### config.mk
export PLATFORM = sky130hd
export DESIGN_NAME = ers_stats
export DESIGN_NICKNAME = d
export VERILOG_FILES = /design/src/shared/ers_pkg.sv /design/src/design/ers_counter.sv /design/src/design/ers_stats.sv
export SDC_FILE = /design/constraint.sdc
export NUM_CORES = 2
export LEC_CHECK = 0
export CAP_MARGIN = 15
export CORE_MARGIN = 2
export CORE_UTILIZATION = 45
export CTS_CLUSTER_SIZE = 20
export DETAILED_ROUTE_END_ITERATION = 8
export DONT_BUFFER_PORTS = 1
export PLACE_DENSITY_LB_ADDON = 0.12
export SETUP_SLACK_MARGIN = 0.15
export SLEW_MARGIN = 20
export SYNTH_ARGS = -nofsm -noshare
export SYNTH_HDL_FRONTEND = slang
export SYNTH_HIERARCHICAL = 1
export SYNTH_SLANG_ARGS = --single-unit
### constraint.sdc
create_clock -name i_core_clk -period 3.6 [get_ports i_core_clk]
set_input_delay 0.36 -clock i_core_clk [delete_from_list [all_inputs] [get_ports i_core_clk]]
set_output_delay 0.36 -clock i_core_clk [all_outputs]
set_load 0.02 [all_outputs]
### src/shared/ers_pkg.sv
// Purpose: Constants and carrier types for the Ethernet receive error statistics block
// Assumes: One 40 MHz core clock, synchronous active-high port reset
// Notes: Counter slots are indexed by the IDX_ constants below
//
// Contract
// - Count short frames with bad check sequence
// - Count short frames with good check sequence
// - Count long frames; option adds bad ones on 10/100
// - Separate count of long bad frames
// - Check errors only for valid-size frames
// - Count every tagged frame received
// - Count invalid line-code symbols
// - Count pause frames only when flow control on
// - Odd bit length, bad check: alignment count
// - Odd bit length, good check: dribble count
// - Count non-late collisions, once per frame
// - Collision past byte 56 counts as late
// - Count frames resent after collisions
// - Count frames meeting sixteen consecutive collisions
// - Gigabit: count frames holding symbol errors
// - Gigabit: count misaligned comma detections
package ers_pkg;
  // ==========================================================
  // Frame length limits, in bytes
  localparam int MIN_LEN = 64; // Shorter than this is runt class
  localparam int MAX_LEN = 1518; // Longer than this is oversize class
  localparam int LEN_W = 14; // Width of the frame length field
  localparam int LATE_BYTE = 56; // Byte position where collisions turn late
  localparam int COL_LIMIT = 16; // Consecutive collisions that abandon a frame
  // ==========================================================
  // Timing
  localparam int CLK_KHZ = 40000; // Core clock rate
  localparam int RATE_WIN_MS = 1000; // Rate window, one second
  localparam int RATE_CYCLES = CLK_KHZ * RATE_WIN_MS; // Cycles per rate window
  localparam int CNT_W = 32; // Default counter width
  // ==========================================================
  // Counter slots
  localparam int IDX_FRAG = 0; // Short, bad check
  localparam int IDX_UNDER = 1; // Short, good check
  localparam int IDX_OVER = 2; // Long frames
  localparam int IDX_CRC = 3; // Valid size, bad check
  localparam int IDX_TAG = 4; // Tagged frames
  localparam int IDX_LINE = 5; // Line-code symbol errors
  localparam int IDX_PAUSE = 6; // Pause frames
  localparam int IDX_ALIGN = 7; // Odd bits, bad check
  localparam int IDX_DRIB = 8; // Odd bits, good check
  localparam int IDX_COL = 9; // Normal collisions
  localparam int IDX_LATE = 10; // Late collisions
  localparam int IDX_RETX = 11; // Frames resent after collisions
  localparam int IDX_ABAND = 12; // Frames abandoned
  localparam int IDX_LBAD = 13; // Long, bad check
  localparam int IDX_CEFR = 14; // Frames with symbol errors
  localparam int IDX_COMMA = 15; // Misaligned commas
  localparam int N_CTR = 16; // Number of counter slots
  // ==========================================================
  // Summary of a received frame, valid with the frame-done strobe
  typedef struct packed {
    logic [LEN_W-1:0] len; // Length in whole bytes
    logic fcs_ok; // Check sequence matched after truncation
    logic odd_bits; // Bit length not a multiple of eight
    logic vlan; // Frame carried a VLAN tag
    logic pause; // Frame was a PAUSE frame
  } ers_rx_info_type;
endpackage : ers_pkg

### src/design/ers_counter.sv
// Purpose: One statistics counter with a per-window rate companion
// Assumes: Increment and tick are same-clock pulses
// Notes: Counter wraps silently at full scale
`timescale 1ns/100ps
module ers_counter #(
  parameter int W = ers_pkg::CNT_W // Counter width
) (
  input wire logic i_core_clk, // Core clock
  input wire logic i_rst, // Synchronous reset, active high
  input wire logic i_ce, // Clock enable, freezes state when low
  input wire logic i_inc, // Count one event
  input wire logic i_tick, // Rate window boundary
  output logic [W-1:0] o_count, // Running total
  output logic [W-1:0] o_rate // Increments in last window
);
  // ==========================================================
  // State
  typedef struct packed {
    logic [W-1:0] cnt; // Running total
    logic [W-1:0] acc; // Increments in the open window
    logic [W-1:0] rate; // Increments in the last closed window
  } ers_ctr_state_type;
  ers_ctr_state_type st_ff;
  ers_ctr_state_type nxt_st;

  // Next state: an increment in the tick cycle belongs to the closing window
  always_comb begin
    nxt_st = st_ff;
    nxt_st.cnt = st_ff.cnt + W'(i_inc);
    if (i_tick) begin
      nxt_st.rate = st_ff.acc + W'(i_inc);
      nxt_st.acc = '0;
    end else begin
      nxt_st.acc = st_ff.acc + W'(i_inc);
    end
  end

  // Register, reset clears every total
  always_ff @(posedge i_core_clk) begin
    if (i_rst) begin
      st_ff <= '0;
    end else if (i_ce) begin
      st_ff <= nxt_st;
    end
  end

  assign o_count = st_ff.cnt;
  assign o_rate = st_ff.rate;
endmodule : ers_counter

### src/design/ers_stats.sv
// Purpose: Receive error and collision statistics for one Ethernet port
// Assumes: Frame strobes come from receive logic on the core clock;
//   collision detect is a raw pin from the physical layer
// Notes: All counters clear on port reset and hold while i_ce is low
`timescale 1ns/100ps
module ers_stats #(
  parameter int CW = ers_pkg::CNT_W, // Counter width
  parameter int RATE_CYC = ers_pkg::RATE_CYCLES // Cycles per rate window
) (
  input wire logic i_core_clk, // Core clock, 40 MHz
  input wire logic i_rst, // Synchronous reset, active high
  input wire logic i_ce, // Clock enable
  input wire logic i_gig_mode, // Port runs at gigabit rate
  input wire logic i_fc_enable, // Flow control enabled
  input wire logic i_over_any_fcs, // 10/100: oversize counts bad frames too
  input wire logic i_rx_active, // Frame in progress on the line
  input wire logic i_rx_byte, // One byte received, pulse
  input wire logic i_rx_done, // Frame ended, pulse
  input wire ers_pkg::ers_rx_info_type i_rx_info, // Frame summary at done
  input wire logic i_sym_err, // Invalid line-code symbol, pulse
  input wire logic i_comma_misalign, // Comma seen out of alignment, pulse
  input wire logic i_col_pin, // Collision detect pin, asynchronous
  input wire logic i_tx_try_end, // Transmit attempt finished, pulse
  input wire logic i_tx_try_col, // That attempt met a collision
  output logic [ers_pkg::N_CTR-1:0][CW-1:0] o_count, // Counter totals
  output logic [ers_pkg::N_CTR-1:0][CW-1:0] o_rate, // Counts in last window
  output logic o_rate_tick // Rate values refresh one cycle later, pulse
);
  // ==========================================================
  // Local widths
  localparam int BC_W = 6; // Byte position width, saturates above late point
  localparam int TW = 5; // Consecutive collision count width
  localparam int SW = 32; // Window timer width
  localparam int LEN_W = ers_pkg::LEN_W; // Frame length width

  // All state of this module
  typedef struct packed {
    logic col_s1; // Collision pin, first stage
    logic col_s2; // Second stage
    logic col_s3; // Third stage
    logic col_lvl; // Filtered collision level
    logic [BC_W-1:0] byte_cnt; // Bytes seen in the current frame
    logic col_seen; // A collision already counted for this frame
    logic sym_seen; // A symbol error seen in this frame
    logic [TW-1:0] tx_consec; // Consecutive collided attempts
    logic tx_had_col; // Current transmit frame has collided
    logic [SW-1:0] sec_cnt; // Rate window timer
    logic tick; // Window boundary pulse
  } ers_state_type;

  ers_state_type st_ff;
  ers_state_type nxt_st;
  logic [ers_pkg::N_CTR-1:0] inc; // One increment per counter slot

  // Frame length classes and collision edge terms
  logic is_short; // Below minimum length
  logic is_long; // Above maximum length
  logic is_valid; // Inside the valid size range
  logic col_rise; // Filtered collision level rising
  logic col_late; // Rising edge falls past the late point

  // ==========================================================
  // Length classification
  always_comb begin
    is_short = i_rx_info.len < LEN_W'(ers_pkg::MIN_LEN);
    is_long = i_rx_info.len > LEN_W'(ers_pkg::MAX_LEN);
    is_valid = !is_short && !is_long;
  end

  // Collision edge, seen on the filtered level only
  always_comb begin
    col_rise = st_ff.col_s2 && st_ff.col_s3 && !st_ff.col_lvl;
    col_late = st_ff.byte_cnt >= BC_W'(ers_pkg::LATE_BYTE);
  end

  // ==========================================================
  // Counter increments
  always_comb begin
    inc = '0;
    if (i_rx_done) begin
      // Bad check frames fall into exactly one length class
      inc[ers_pkg::IDX_FRAG] = is_short && !i_rx_info.fcs_ok;
      inc[ers_pkg::IDX_UNDER] = is_short && i_rx_info.fcs_ok;
      inc[ers_pkg::IDX_CRC] = is_valid && !i_rx_info.fcs_ok;
      inc[ers_pkg::IDX_LBAD] = is_long && !i_rx_info.fcs_ok;
      // Oversize takes bad frames only in the 10/100 variant
      inc[ers_pkg::IDX_OVER] = is_long && (i_rx_info.fcs_ok ||
        (i_over_any_fcs && !i_gig_mode));
      inc[ers_pkg::IDX_TAG] = i_rx_info.vlan;
      inc[ers_pkg::IDX_PAUSE] = i_rx_info.pause && i_fc_enable;
      // The check is judged on the truncated frame upstream
      inc[ers_pkg::IDX_ALIGN] = i_rx_info.odd_bits && !i_rx_info.fcs_ok;
      inc[ers_pkg::IDX_DRIB] = i_rx_info.odd_bits && i_rx_info.fcs_ok;
      // A symbol error in the last cycle still marks the frame
      inc[ers_pkg::IDX_CEFR] = i_gig_mode && (st_ff.sym_seen || i_sym_err);
    end
    inc[ers_pkg::IDX_LINE] = i_sym_err;
    inc[ers_pkg::IDX_COMMA] = i_comma_misalign && i_gig_mode;
    // Only the first collision of a frame counts, sorted by position
    if (col_rise && !st_ff.col_seen) begin
      inc[ers_pkg::IDX_COL] = !col_late;
      inc[ers_pkg::IDX_LATE] = col_late;
    end
    if (i_tx_try_end) begin
      // A clean attempt after collisions means the frame was resent
      inc[ers_pkg::IDX_RETX] = !i_tx_try_col && st_ff.tx_had_col;
      inc[ers_pkg::IDX_ABAND] = i_tx_try_col &&
        (st_ff.tx_consec == TW'(ers_pkg::COL_LIMIT - 1));
    end
  end

  // ==========================================================
  // Next state
  always_comb begin
    nxt_st = st_ff;
    // Three-stage pin synchroniser; first stage feeds the second only
    // Pulses shorter than two agreeing samples are dropped as line noise
    nxt_st.col_s1 = i_col_pin;
    nxt_st.col_s2 = st_ff.col_s1;
    nxt_st.col_s3 = st_ff.col_s2;
    // Level moves only once the second and third stages agree
    if (st_ff.col_s2 == st_ff.col_s3) begin
      nxt_st.col_lvl = st_ff.col_s3;
    end
    // Byte position, saturating so long frames stay late
    if (!i_rx_active) begin
      nxt_st.byte_cnt = '0;
    end else if (i_rx_byte && (st_ff.byte_cnt != '1)) begin
      nxt_st.byte_cnt = st_ff.byte_cnt + 1'b1;
    end
    // Once-per-frame collision flag; outside frames each edge counts
    if (!i_rx_active) begin
      nxt_st.col_seen = 1'b0;
    end
    if (col_rise && i_rx_active) begin
      nxt_st.col_seen = 1'b1;
    end
    // Symbol error flag; an error in the done cycle is counted directly by that frame
    if (i_rx_done) begin
      nxt_st.sym_seen = 1'b0;
    end else if (i_sym_err && i_rx_active) begin
      nxt_st.sym_seen = 1'b1;
    end
    // Transmit collision history
    if (i_tx_try_end) begin
      if (!i_tx_try_col) begin
        nxt_st.tx_consec = '0;
        nxt_st.tx_had_col = 1'b0;
      end else if (inc[ers_pkg::IDX_ABAND]) begin
        // Frame is given up; the next attempt is a new frame
        nxt_st.tx_consec = '0;
        nxt_st.tx_had_col = 1'b0;
      end else begin
        nxt_st.tx_consec = st_ff.tx_consec + 1'b1;
        nxt_st.tx_had_col = 1'b1;
      end
    end
    // Rate window timer
    if (st_ff.sec_cnt == SW'(RATE_CYC - 1)) begin
      nxt_st.sec_cnt = '0;
      nxt_st.tick = 1'b1;
    end else begin
      nxt_st.sec_cnt = st_ff.sec_cnt + 1'b1;
      nxt_st.tick = 1'b0;
    end
  end

  // ==========================================================
  // State register, frozen while the clock enable is low
  always_ff @(posedge i_core_clk) begin
    if (i_rst) begin
      st_ff <= '0;
    end else if (i_ce) begin
      st_ff <= nxt_st;
    end
  end

  assign o_rate_tick = st_ff.tick;

  // ==========================================================
  // Counter bank; the tick is registered so every slot closes together
  for (genvar g = 0; g < ers_pkg::N_CTR; g++) begin : g_ctr
    ers_counter #(
      .W(CW)
    ) u_ctr (
      .i_core_clk(i_core_clk),
      .i_rst(i_rst),
      .i_ce(i_ce),
      .i_inc(inc[g]),
      .i_tick(st_ff.tick),
      .o_count(o_count[g]),
      .o_rate(o_rate[g])
    );
  end
endmodule : ers_stats

==> results.toml <==
[synthesis]
synth_seq_cells = 1587
syn_avg_cell_area_um2 = 8.05
synth-edff-count = 0
synth_top_area_share_pct = 35.9
synth.area.top_cells = "dfxtp_1, buf_4, o21ai_0"
ys.flop_type = "dfxtp_1"
yosysWarningCount = 6
syn_nets = 11100
synth_area_um2 = 88400
async_reset_ff_share_pct = 0
ys_types = 63
syn-instance-count = 11000
synth_top_cell_by_area = "dfxtp_1"
yosysSeqAreaShare_pct = 35.9

[cells_and_area]
post-route-util_pct = 48.2
regArea_um2 = 31800
drive_gt1_share_pct = 7.01
area_growth_syn_to_layout_pct = 6.31
nFillCells = 19000
multi_input_area_um2 = 45000
final_nets = 10100

[critical_path]
cp_common_cell = "ha_1"
start_kind = "register"
cp_top_family = "simple AND/OR/NAND/NOR gates"
criticalPathCategory = "reg2reg"
setup.worst_path.end_class = "register"
critical_path_buf_inv_count = 2
worstPathRequired_ns = 4.37
critPathMaxFanout = 15
crit_path_max_incr_delay_ns = 0.61
cp_cell_sequence = "nand3_1 > nor2_1 > buf_4 > ha_1 > ha_1 > and3_1 > nand3_2 > or4_1 > a21oi_1 > dlygate4sd3_1"
critPathSlowestCell = "or4_1"
worstPathArrival_ns = 4.06

[global_routing]
grt_pass1_vias = 72600
track_usage_pct = 28.2
grt-ovfl-total = 0
antenna_found_initial = 11
grt_pass1_wl_um = 450000
grt_max_degree = 926

[clock_network]
clock_latency_ns = 0.83
htreeDepth = 4
cts_tree = "done"
cts.sinks = 1587
numCtsBuffers = 186
cts_buffer_depth = 3
cts_root_buf = "clkbuf_16"
clk_pin_slew_ns = 0.06

[timing]
clock_skew_ns = 0.0215
max_freq_ghz = 0.304
relSlewSlack_pct = 12.2
period_minus_slack_ns = 3.29
finalSetupViolations = 0
hold_viol = 0
worst_pin_slew_ns = 1.32
fin_ws_ns = 0.313
period_share_pct = 91.3
rsz0062_at_grt = "yes"
finalMaxSlewViolations = 0

[placed_design]
gp_congestion = 0.911
port_buffers = 0
dpl.hpwl_um = 197000
pre_cts_slack_ns = -0.171

[floorplan]
die-area_um2 = 200000
dieWidth_um = 447
core-area_um2 = 195000
ios = 1057
initial_core_util_pct = 45.3
die_height_um = 447
rows = 162

[detailed_routing]
drtAntennaViolNets = 0
drc = 0
viasPerCell = 6.27
drt_iter0_markers = 6459
wirelength_um = 298000
wl_per_cell_um = 23.4
drt-pass1-iter-count = 6
vias = 80000

[power]
p_per_area_nw_per_um2 = 408
total_power_w = 0.0384
ir_worst_vdd_uv = 486
leakage_nw = 30.9

[run_status]
status = "completed"

[min_path]
min_path_type = "in2reg"

[run]
cap_violations = 0
[synthesized netlist by cell type, types with 32 or more instances]
| library cell | instances |
|---|---|
| and3_1 | 217 |
| o311ai_0 | 48 |
| nand2_1 | 690 |
| o31ai_1 | 267 |
| clkbuf_1 | 633 |
| nor4_1 | 211 |
| nand2b_1 | 34 |
| clkbuf_2 | 32 |
| nor3_1 | 194 |
| buf_1 | 81 |
| a31o_2 | 32 |
| and4_1 | 215 |
| nor2b_1 | 34 |
| and2_1 | 66 |
| a41oi_1 | 49 |
| o31a_1 | 32 |
| a21oi_1 | 735 |
| a21o_1 | 65 |
| or3b_2 | 32 |
| a31oi_1 | 390 |
| mux2i_1 | 52 |
| o21ai_0 | 878 |
| ha_1 | 70 |
| or3_1 | 315 |
| nand4_2 | 33 |
| nor3b_1 | 34 |
| xor2_1 | 152 |
| inv_1 | 122 |
| buf_2 | 131 |
| nand3_1 | 363 |
| buf_4 | 1040 |
| a22oi_1 | 33 |
| or4_1 | 366 |
| xnor2_1 | 195 |
| o211ai_1 | 49 |
| dfxtp_1 | 1587 |
| a311oi_1 | 97 |
| nor2_1 | 604 |
| nand4_1 | 417 |
| a211oi_1 | 145 |
[metrics by stage]
| step | hold WS (ns) | TNS (ns) | instance area [um2] | std cells |
|---|---|---|---|---|
| finish | 0.0167 | 0 | 94000 | 12800 |
| global route | 0.00539 | 0 | 94000 | 12800 |
| CTS | 0.000858 | 0 | 93800 | 12800 |
| detailed placement | 0.447 | -2.00 | 82100 | 11900 |
| global placement | 0.444 | -0.532 | 82100 | 11900 |
| floorplan | 0.428 | 0 | 88400 | 11000 |
[repair_timing]
item,CTS,global route
setup buffers,0,0
hold buffers,518,1
setup endpoints to repair,0,49
hold endpoints to repair,744,5
resized for setup,0,12
[routing by layer]
layer | global-route usage [%] | part of all wire [%] | vias to the layer above
met5 | 0 | 0 | -
met4 | 18.8 | 7.5 | 0
met3 | 6.19 | 7.0 | 627
met2 | 44.4 | 45 | 2626
met1 | 34.6 | 40 | 38800
li1 | - | - | 38000
[layout make-up]
cell class / count / share of cell area [%]
Multi-Input combinational cell: 7341 / 47.9
Sequential cell: 1587 / 33.8
Timing Repair Buffer: 724 / 7.45
Clock buffer: 284 / 5.98
Tap cell: 2624 / 3.49
Clock inverter: 62 / 0.808
Inverter: 138 / 0.551
Antenna cell: 11 / 0.0293
[power by group]
| group | leakage [nW] | internal (W) | switching (W) |
|---|---|---|---|
| Clock | 3.15 | 0.0117 | 0.00806 |
| Sequential | 12.8 | 0.0176 | 0.0000720 |
| Combinational | 15.0 | 0.000254 | 0.000723 |
| Total | 30.9 | 0.0295 | 0.00885 |
[kinds of logic after synthesis]
logic type	Yosys count	share of synthesized area [%]
multiplexers	68	0.793
adder cells (fa/ha/maj)	70	0.991
AND/OR/NAND/NOR	3918	25.1
buffers and inverters	2055	13.4
XOR/XNOR	347	3.44
flip-flops	1587	35.9
AO/OA/AOI/OAI	2937	20.4
[placed cells by master (no fill, tap or decap), drive strengths merged, types with 65 or more instances in the layout]
cell and count:
dfxtp 1587, o21ai 878, a21oi 735, nand2 690, nor2 604, dlygate4sd3 514, nand4 451, a31oi 390
nand3 379, or4 367, or3 317, clkbuf 284, o31ai 268, and3 217, and4 215, nor4 211
buf 210, xnor2 195, nor3 194, xor2 152, a211oi 145, inv 133, a311oi 97, and2 82
ha 70, a21o 65
[worst paths after layout]
kind,cells past startpoint,slack [ns],start,to
worst max-delay path,10,0.31,st_ff[44],g_ctr[10].u_ctr/o_count[30]
worst min-delay path,3,0.02,i_rst,g_ctr[5].u_ctr/st_ff[62]
worst max register to register,10,0.31,st_ff[44],g_ctr[10].u_ctr/o_count[30]
worst min register to register,2,0.47,st_ff[40],st_ff[40]
[sequential cells by signal, summed over array words and instances, names as in the netlist]
register / flops
g_ctr.u_ctr/st_ff: 512
st_ff: 48
g_ctr.u_ctr/o_rate: 512
o_rate_tick: 1
nxt_st: 2
g_ctr.u_ctr/o_count: 512
[worst min-delay path, cell delays in order]
cell and delay [ns]:
or3b_2 0.24, a21o_1 0.12, a31oi_1 0.07
(Power assumes the default switching activity.)
